--- config.mk ---
export PLATFORM = sky130hd
export DESIGN_NAME = pww_supervisor
export DESIGN_NICKNAME = d
export VERILOG_FILES = /design/src/core/pww_pkg.sv /design/src/core/pww_por_timer.sv /design/src/core/pww_supervisor.sv
export SDC_FILE = /design/constraint.sdc
export NUM_CORES = 1
export LEC_CHECK = 0
export BUFFER_PORTS_ARGS = -buffer_cell sky130_fd_sc_hd__buf_2
export CORE_ASPECT_RATIO = 1.4
export CORE_UTILIZATION = 50
export CTS_CLUSTER_SIZE = 24
export DETAILED_ROUTE_END_ITERATION = 7
export PLACE_DENSITY = 0.69
export SLEW_MARGIN = 10
export SYNTH_ARGS = -nofsm -noshare
export SYNTH_HDL_FRONTEND = slang
export SYNTH_SLANG_ARGS = --single-unit
--- constraint.sdc ---
create_clock -name clk_i -period 2.05 [get_ports clk_i]
set_input_delay 0.3075 -clock clk_i [delete_from_list [all_inputs] [get_ports clk_i]]
set_output_delay 0.3075 -clock clk_i [all_outputs]
set_load 0.005 [all_outputs]
--- src/core/pww_pkg.sv ---
// package for the supply supervisor: timing constants and state codes
// assumes a 125 MHz system clock; analog trips arrive as digital levels
package pww_pkg;
	localparam int unsigned CLK_HZ       = 125000000;
	// ----------------------------------------------------------------
	// typical times, in microseconds
	// ----------------------------------------------------------------
	localparam int unsigned T_RST_US     = 9500;
	localparam int unsigned T_DLY_US     = 16000;
	localparam int unsigned T_WDU_US     = 32000;
	localparam int unsigned T_WDL_US     = 2000;
	// ----------------------------------------------------------------
	// cycle counts: each time multiplied by the clock cycles per microsecond, no rounding
	// ----------------------------------------------------------------
	localparam int unsigned RST_CYC =
		(T_RST_US * (CLK_HZ / 1000000));
	localparam int unsigned DLY_CYC =
		(T_DLY_US * (CLK_HZ / 1000000));
	localparam int unsigned WDU_CYC =
		(T_WDU_US * (CLK_HZ / 1000000));
	localparam int unsigned WDL_CYC =
		(T_WDL_US * (CLK_HZ / 1000000));
	localparam int unsigned CNT_W        = 24;
	localparam logic [23:0] CNT_ZERO     = 24'h000000;
	localparam logic [23:0] CNT_ONE      = 24'h000001;

	typedef enum logic [2:0] {
		PWW_WD_OFF   = 3'b000,
		PWW_WD_DELAY = 3'b001,
		PWW_WD_RUN   = 3'b010,
		PWW_WD_FAULT = 3'b011
	} pww_wd_state_t;
endpackage

--- src/core/pww_por_timer.sv ---
// one power-on reset channel: holds reset low until the good level
// has stood for the programmed period
// assumes trip inputs are synchronous and already debounced
`timescale 1ns/1ps
module pww_por_timer
	import pww_pkg::*;
#(
	parameter logic [23:0] PERIOD = 24'h000010
) (
	// clock and reset
	input  wire logic clk_i,
	input  wire logic srst_i,
	// control
	input  wire logic active_i,
	input  wire logic good_i,
	// output
	output logic      reset_n_o
);
	logic [23:0] cnt;
	logic [23:0] next_cnt;
	logic        next_reset_n;

	always_comb begin
		next_cnt     = cnt;
		next_reset_n = reset_n_o;
		if (!active_i || !good_i) begin
			next_cnt     = CNT_ZERO;
			next_reset_n = 1'b0;
		end else if (!reset_n_o) begin
			if (cnt == PERIOD - CNT_ONE) begin
				next_reset_n = 1'b1;
			end else begin
				next_cnt = cnt + CNT_ONE;
			end
		end
	end

	always_ff @(posedge clk_i) begin
		if (srst_i) begin
			cnt       <= CNT_ZERO;
			reset_n_o <= 1'b0;
		end else begin
			cnt       <= next_cnt;
			reset_n_o <= next_reset_n;
		end
	end
endmodule

--- src/core/pww_supervisor.sv ---
// supply supervisor: two power-on reset outputs and a window watchdog
// assumes all inputs synchronous to clk_i; pins are modelled as levels
//
// Summary of operation
// - both reset outputs are low while disabled or the input supply is invalid.
// - the high channel reset releases one reset period after its trip rises.
// - the low channel reset releases one reset period after its trip rises.
// - each channel has its own reset timer and one watchdog follows the low channel only.
// - the start delay begins when the low channel reset is released.
// - window supervision begins only once the start delay has run out.
// - only falling edges of the kick input count as activity.
// - a kick too early or too late drives the fault low and starts a timer.
// - after the fault period the fault releases and a new delay begins.
// - the fault only asserts while the watchdog enable input is high.
// - one reset period serves the resets and the fault duration.
// - no kick by the upper bound is a fault.
// - a kick before the lower bound is a fault.
`timescale 1ns/1ps
module pww_supervisor
	import pww_pkg::*;
#(
	parameter logic [23:0] RST_CNT = RST_CYC[23:0],
	parameter logic [23:0] DLY_CNT = DLY_CYC[23:0],
	parameter logic [23:0] WDU_CNT = WDU_CYC[23:0],
	parameter logic [23:0] WDL_CNT = WDL_CYC[23:0]
) (
	// clock and reset
	input  wire logic clk_i,
	input  wire logic srst_i,
	// supply conditions
	input  wire logic shutdown_lockout_in_i,
	input  wire logic main_input_supply_i,
	input  wire logic hv_feedback_i,
	input  wire logic lv_feedback_i,
	// watchdog pins
	input  wire logic watchdog_enable_in_i,
	input  wire logic watchdog_kick_in_i,
	// reset and fault outputs, active low
	output logic      hv_reset_out_n_o,
	output logic      lv_reset_out_n_o,
	output logic      watchdog_fault_out_n_o
);
	import pww_pkg::*;

	// ----------------------------------------------------------------
	// power-on reset channels
	// ----------------------------------------------------------------
	logic active;
	assign active = shutdown_lockout_in_i && main_input_supply_i;

	// independent timers, one period shared by all
	pww_por_timer #(.PERIOD(RST_CNT)) u_hv (
		.clk_i     (clk_i),
		.srst_i    (srst_i),
		.active_i  (active),
		.good_i    (hv_feedback_i),
		.reset_n_o (hv_reset_out_n_o)
	);

	pww_por_timer #(.PERIOD(RST_CNT)) u_lv (
		.clk_i     (clk_i),
		.srst_i    (srst_i),
		.active_i  (active),
		.good_i    (lv_feedback_i),
		.reset_n_o (lv_reset_out_n_o)
	);

	// ----------------------------------------------------------------
	// watchdog
	// ----------------------------------------------------------------
	pww_wd_state_t state;
	pww_wd_state_t next_state;
	logic [23:0]   cnt;
	logic [23:0]   next_cnt;
	logic          kick_d;
	logic          next_fault_n;
	logic          kick_fall;

	assign kick_fall = kick_d && !watchdog_kick_in_i;

	always_comb begin
		next_state   = state;
		next_cnt     = cnt + CNT_ONE;
		next_fault_n = 1'b1;
		case (state)
			PWW_WD_OFF: begin
				next_cnt = CNT_ZERO;
				if (lv_reset_out_n_o) begin
					next_state = PWW_WD_DELAY;
				end
			end
			PWW_WD_DELAY: begin
				if (cnt == DLY_CNT - CNT_ONE) begin
					next_state = PWW_WD_RUN;
					next_cnt   = CNT_ZERO;
				end
			end
			PWW_WD_RUN: begin
				// window timed from start or last good kick
				if ((kick_fall && cnt < WDL_CNT)
				    || (!kick_fall && cnt == WDU_CNT)) begin
					if (watchdog_enable_in_i) begin
						next_state   = PWW_WD_FAULT;
						next_fault_n = 1'b0;
					end
					next_cnt = CNT_ZERO;
				end else if (kick_fall) begin
					next_cnt = CNT_ZERO;
				end
			end
			PWW_WD_FAULT: begin
				next_fault_n = 1'b0;
				if (cnt == RST_CNT - CNT_ONE) begin
					next_state   = PWW_WD_DELAY;
					next_fault_n = 1'b1;
					next_cnt     = CNT_ZERO;
				end
			end
			default: begin
				next_state = PWW_WD_OFF;
				next_cnt   = CNT_ZERO;
			end
		endcase
		// losing the low channel reset stops supervision outright
		if (!lv_reset_out_n_o) begin
			next_state   = PWW_WD_OFF;
			next_cnt     = CNT_ZERO;
			next_fault_n = 1'b1;
		end
	end

	always_ff @(posedge clk_i) begin
		if (srst_i) begin
			state                  <= PWW_WD_OFF;
			cnt                    <= CNT_ZERO;
			kick_d                 <= 1'b1;
			watchdog_fault_out_n_o <= 1'b1;
		end else begin
			state                  <= next_state;
			cnt                    <= next_cnt;
			kick_d                 <= watchdog_kick_in_i;
			watchdog_fault_out_n_o <= next_fault_n;
		end
	end

	// ----------------------------------------------------------------
	// assertions
	// ----------------------------------------------------------------
	property p_rst_low_inactive;
		@(posedge clk_i) disable iff (srst_i)
		!active |=> !hv_reset_out_n_o && !lv_reset_out_n_o;
	endproperty
	a_rst_low_inactive: assert property (p_rst_low_inactive)
		else $error("reset released while inactive");

	property p_hv_needs_good;
		@(posedge clk_i) disable iff (srst_i)
		$rose(hv_reset_out_n_o) |-> $past(hv_feedback_i) && $past(active);
	endproperty
	a_hv_needs_good: assert property (p_hv_needs_good)
		else $error("high reset released without good trip");

	property p_lv_hold;
		@(posedge clk_i) disable iff (srst_i)
		$rose(lv_feedback_i) && active |=> !lv_reset_out_n_o [*8];
	endproperty
	a_lv_hold: assert property (p_lv_hold)
		else $error("low reset released too early");

	property p_delay_starts;
		@(posedge clk_i) disable iff (srst_i)
		$rose(lv_reset_out_n_o) |=> state == PWW_WD_DELAY;
	endproperty
	a_delay_starts: assert property (p_delay_starts)
		else $error("start delay not begun");

	property p_no_fault_early;
		@(posedge clk_i) disable iff (srst_i)
		state == PWW_WD_DELAY |=> watchdog_fault_out_n_o;
	endproperty
	a_no_fault_early: assert property (p_no_fault_early)
		else $error("fault during start delay");

	property p_fast_kick;
		@(posedge clk_i) disable iff (srst_i)
		state == PWW_WD_RUN && kick_fall && cnt < WDL_CNT
		&& watchdog_enable_in_i && lv_reset_out_n_o
		|=> !watchdog_fault_out_n_o;
	endproperty
	a_fast_kick: assert property (p_fast_kick)
		else $error("early kick not flagged");

	property p_fault_enable;
		@(posedge clk_i) disable iff (srst_i)
		$fell(watchdog_fault_out_n_o) |-> $past(watchdog_enable_in_i);
	endproperty
	a_fault_enable: assert property (p_fault_enable)
		else $error("fault while watchdog disabled");

	property p_fault_end;
		@(posedge clk_i) disable iff (srst_i)
		$rose(watchdog_fault_out_n_o) && lv_reset_out_n_o
		|-> state == PWW_WD_DELAY;
	endproperty
	a_fault_end: assert property (p_fault_end)
		else $error("no fresh delay after fault");

	property p_late_kick;
		@(posedge clk_i) disable iff (srst_i)
		state == PWW_WD_RUN && !kick_fall && cnt == WDU_CNT
		&& watchdog_enable_in_i && lv_reset_out_n_o
		|=> !watchdog_fault_out_n_o;
	endproperty
	a_late_kick: assert property (p_late_kick)
		else $error("missing kick not flagged");

	// an accepted kick must open a fresh window, not carry the old count
	property p_kick_restart;
		@(posedge clk_i) disable iff (srst_i)
		state == PWW_WD_RUN && kick_fall && cnt >= WDL_CNT
		&& lv_reset_out_n_o
		|=> state == PWW_WD_RUN && cnt == CNT_ZERO;
	endproperty
	a_kick_restart: assert property (p_kick_restart)
		else $error("accepted kick did not restart window");

	c_fault: cover property (@(posedge clk_i) $fell(watchdog_fault_out_n_o));
	c_run: cover property (@(posedge clk_i) state == PWW_WD_RUN && kick_fall);
	c_hv: cover property (@(posedge clk_i) $rose(hv_reset_out_n_o));
endmodule

---- Yosys cells after proc, flatten, opt, wreduce, memory -nomap -nowiden ----
Index checks and enable logic that the tools add are counted.
operators by class
  muxes and demuxes ....................... 18
  equal/unequal tests ..................... 12
  $add $sub $neg .......................... 3
  reduce and logical (&&, ||, !) cells .... 19
  $lt $le $gt $ge ......................... 1
  bitwise gates (word level) .............. 4
operators by type and width
  cell                   count
  $eq 24x21->1 const B   4
  $mux 24                4
  $add 24x1->24 const B  3
  $pmux 24 s3            1
  $eq 24x22->1 const B   1
  $lt 24x18->1 const B   1
  $mux 3                 4
  $pmux 3 s4             1
  $ne 2x2->1 const B     4
  $mux 1                 7
  $eq 3x2->1 const B     2
  $reduce_or 2->1        3
  $logic_not 1->1        5
  $logic_and 1x1->1      4
  $not 1->1              4
  $reduce_and 2->1       2
  $reduce_and 4->1       1
  $eq 3x1->1 const B     1
  $logic_not 3->1        1
  $logic_or 1x1->1       3
  $pmux 1 s2             1
word-level totals
  output and inout port bits .............. 3
  input port bits ......................... 8
  flip-flop bits (word level) ............. 79

---- Depth between registers and ports, before layout ----
  word-level depth ........................ 7
  mapped depth ............................ 8
  mapped depth without buffers ............ 7

---- Modules after synthesis ----
Synthesis repeated with hierarchy kept, for this count alone.
second synthesis, totals
  cells, all modules ...................... 475
  area total of the unflattened synthesis .. 4,081.4 um^2
by module, submodules not included
  module          cells an instance  area each (um^2)  times used
  pww_por_timer   147                1,272.5           2
  pww_supervisor  181                1,536.5           1

---- Worst setup path before layout ----
Ideal clock, no wire load.
  path kind ............................... reg2reg
  start ................................... register u_hv.cnt[0]
  end ..................................... register u_hv.cnt[3]
  clock period less this slack ............ 1,924 ps
  data required time ...................... 1,930 ps
  path buffers ............................ 0
  stages on the path, launching flop included .. 8
  slack ................................... 126 ps
  arrival ................................. 1,805 ps
  cells stage by stage .................... dfxtp_1 ha_1 or4b_1 nor4_2 a31oi_2 nand4_1 xor2_1 nor2_1
between the ends
  word-level cells in the longest chain between the ends .. 3
ends and longest elaborated chain
  what                                                                   line                 source
  start, declared                                                        pww_por_timer.sv:19  logic [23:0] cnt;
  start signal, assigned                                                 pww_por_timer.sv:43  cnt <= next_cnt;
  parallel branches: the longest is 3 deep, another holds $add 24x1->24  --
Several ways; the timed one is not identified.
A chain may end at the register's enable or synchronous reset.

---- Final worst setup path ----
  start ................................... register cnt[13]
  end ..................................... register state[0]
between the ends
  word-level cells in the longest chain between the ends .. 5
ends and longest elaborated chain
  what                                          line                                          source
  start, declared                               pww_supervisor.sv:73                          logic [23:0] cnt;
  start signal, assigned                        pww_supervisor.sv:140                         cnt <= next_cnt;
  $lt 24x18->1 or $eq 24x22->1 (tied branches)  pww_supervisor.sv:100, pww_supervisor.sv:101
  $logic_and 1x1->1, on equally long branches   pww_supervisor.sv:100, pww_supervisor.sv:101
  $logic_or 1x1->1                              pww_supervisor.sv:101                         || (!kick_fall && cnt == WDU_CNT)) begin
  $ne 2x2->1 (no line)                          --
  $reduce_and 4->1 (no line) (*)                --
  end signal, assigned                          pww_supervisor.sv:139                         state <= next_state;
  end, declared                                 pww_supervisor.sv:71                          pww_wd_state_t state;
Every way passes the cells marked *; elsewhere a longest branch is shown, timed or not.

==> results.md <==
* CP Buf/Inv Count at 0
* Crit path max-delay cell type: dfxtp_1
* CP delay by family, top: simple AND/OR/NAND/NOR gates
* IO buf count at 10
* Fin. max-slew vios at 0
* Antenna diodes at 0
* #FFs+latches synth at 78
* CTS tree: done
* Leading area contributor after synthesis: dfxtp_1
* Tcrit/Tclk final at 0.9414
* Worst rel slew slack at 0.6377
* Fmax at a little over 500 MHz
* Initial Utilization at 0.5225
* H-tree levels at 3
* Worst Hold Class: input port to flop
* Clk root buf: clkbuf_8
* Element type at the critical path end: flop
* Initial antenna violation count at 0
* Seq/Total Area, Yosys at 0.4226
* Final net count at 460
* Outcome: complete, no violations
* Asr flop ratio synth at 0
* Layout cells sized above 1 at 0.1205
* Global-route wire length before repair at ~12000 microns
* Drt first-iter violations at 90
* CTS Buf Count at 9
* Cell Area, Synth at about 0.0037 sq mm
* Pleak at 0.001456 uW
* Area share of the largest cell type after synthesis at 0.4226
* Layout overhead on the synthesized area at 12.73%
* CP cell instances: nor4_2 -> nor4b_4 -> nand4_1 -> a31o_1 -> or3_1 -> a21oi_1
* Crit path kind: flop to flop
* Cells after synthesis at between 400 and 500
* Largest net degree at the start of global routing at 26
* Post-synth net total at 430
* Grt ovf at 0
* Sequential cell area at 0.001562 sq mm
* Number of fill cells at between 600 and 700
* Post-Syn Area per Cell at roughly 9 sq um
* MaxCap Viol Count at 0
* Main synth FF type: dfxtp_1
* DP Wirelength at about 5000 microns
* Worst Path Arrival at between 2000 and 2500 ps
* Minimum clock period at a little under 2000 ps
* CP max FO at 5
* Total core area at ~0.0071 sq mm
* Avg Vias per Cell at around 5.4
* Clk buf depth at 2
* EDFF count, synth at 0
* Tot GR Track Use at 0.1999
* Die Span X at 74.65 microns
* Die Y at ~100 microns
* Die area at 0.007742 sq mm
* Gp weighted congestion at about 0.84
* Worst endpoint required time at 2330 ps
* Warnings from Yosys at 0
* Area of the multi-input gates at roughly 0.0021 sq mm
* Cell count after placement at between 500 and 600
* Synth cell types at 47
* Wirelength per Cell at approximately 13 microns
* Power Density at 607.3 mW/mm^2
* Standard-cell rows at 36
* DRC at 0
* First drt pass iteration count at 4
* Clk pin slew, worst setup/hold paths at approximately 80 ps
* Worst skew pair latency at about 340 ps
* TritonCTS Sinks at 78
* Final hold viol count at 0
* Via count at about 3000
* Top post-synthesis cells by area: dfxtp_1 (42%), xor2_1 (13%), nor2_1 (8.5%)
* Antenna viol nets, final at 0
* Post-layout total power at roughly 2500 uW
* Max incr delay on CP at 340 ps
* Final Setup Violations at 0
* Routed WL at 7189 microns
* Setup bufs post-CTS at 0
* Worst Skew at between 10 and 15 ps
* Non-filler cells, final at approximately 540
* Slew @ Worst Pin at 536.2 ps
* Worst VDD drop at approximately 0.00038 V
* Vias in the first global route at 2853
* Startpoint class of the critical path: flop
* IO Count at 11
cells in the mapped netlist (2+ instances only):
master    count
nor4_2        2
and2_1        3
nor4b_1       2
nor4bb_1      4
dfxtp_1      78
or3_1         2
nand3b_1      2
nand3_1      25
ha_1          9
buf_4         2
xnor2_1      15
and3_1       13
nand2_1      26
and4b_1       2
nor3_1        4
buf_2         3
a21oi_1       2
mux2i_1       3
nor4_1        6
o21ai_0       3
clkbuf_1      5
inv_1         7
and4_1       10
nor2b_1       2
nand2b_1      3
nor2_1       84
xor2_1       53
nand4_1      24
cell type report:
class	instances	area share
clock buffer	10	0.03064
clock inverter	6	0.009312
inverter	7	0.006308
multi-input combinational	318	0.5011
sequential	78	0.3749
tap	95	0.02854
timing repair buffer	29	0.04926
per-layer routing:
metal	wire length [microns]	GRT usage
met4	97	0.08356
met2	3741	0.3481
met5	0	0
met3	183	0.03891
met1	3166	0.2295
layout by cell type, fill, tap and decap left out, drive strengths merged, types with 3 or more instances in the layout:
master and count:
nand4 24, nand2b 3, clkbuf 10, and3 13, o21ai 3, and2 3
nor4bb 4, nor4b 4, dfxtp 78, ha 9, mux2i 3, xnor2 15
nor2 84, nor4 9, xor2 53, and4b 3, nand2 26, nand3 25
clkinv 4, buf 29, inv 7, and4 10, nor3 4
registers in the layout (all words and copies together) (netlist names):
signal                  count
watchdog_fault_out_n_o      1
u_hv.cnt                   24
state                       2
cnt                        24
u_lv.reset_n_o              1
u_hv.reset_n_o              1
u_lv.cnt                   24
kick_d                      1
through the flow:
step           instance area (sq um)  hold WS, ps  TNS, ps  setup WS, ps    util
6_report                        4165        177.9        0         120.0  0.5890
2_1_floorplan                   3695        411.3        0         125.5       -
3_3_place_gp                    3970        500.0        0         154.4  0.5614
3_5_place_dp                    3970        512.3        0         93.17  0.5614
5_1_grt                         4165        185.1   -55.24        -34.59  0.5890
4_1_cts                         4136        171.9        0         58.02  0.5849
power breakdown:
part	total, uW	switching (uW)	internal [uW]
clock network	987	551	435
logic	26.2	14.8	11.4
registers	1520	1.25	1520
total	2530	567	1960
logic make-up after synthesis:
group                      count (synthesis)  share of synthesized area
AOI/OAI and AO/OA                         13                    0.02540
xor gates and xnor gates                  68                     0.1612
adders and majority gates                  9                    0.03048
buffers and inverters                     17                    0.02032
DFF                                       78                     0.4226
muxes                                      3                   0.008128
and+or+nand+nor                          225                     0.3319
worst paths after layout:
kind,from,endpoint,slack (ps),depth (start not counted)
hold / removal,watchdog_kick_in_i,kick_d$_SDFF_PP1_,180,2
hold reg to reg,state[1]$_SDFFE_PP0P_,state[1]$_SDFFE_PP0P_,520,2
setup / recovery,cnt[13]$_SDFF_PP0_,state[0]$_SDFFE_PP0P_,120,6
setup reg to reg,cnt[13]$_SDFF_PP0_,state[0]$_SDFFE_PP0P_,120,6
repair_timing:
item,CTS,global route
hold endpoints to repair,0,0
hold buffers,0,0
gates resized for setup,0,4
setup endpoints to repair,0,27
No activity file was read; power rests on OpenSTA's default activity.
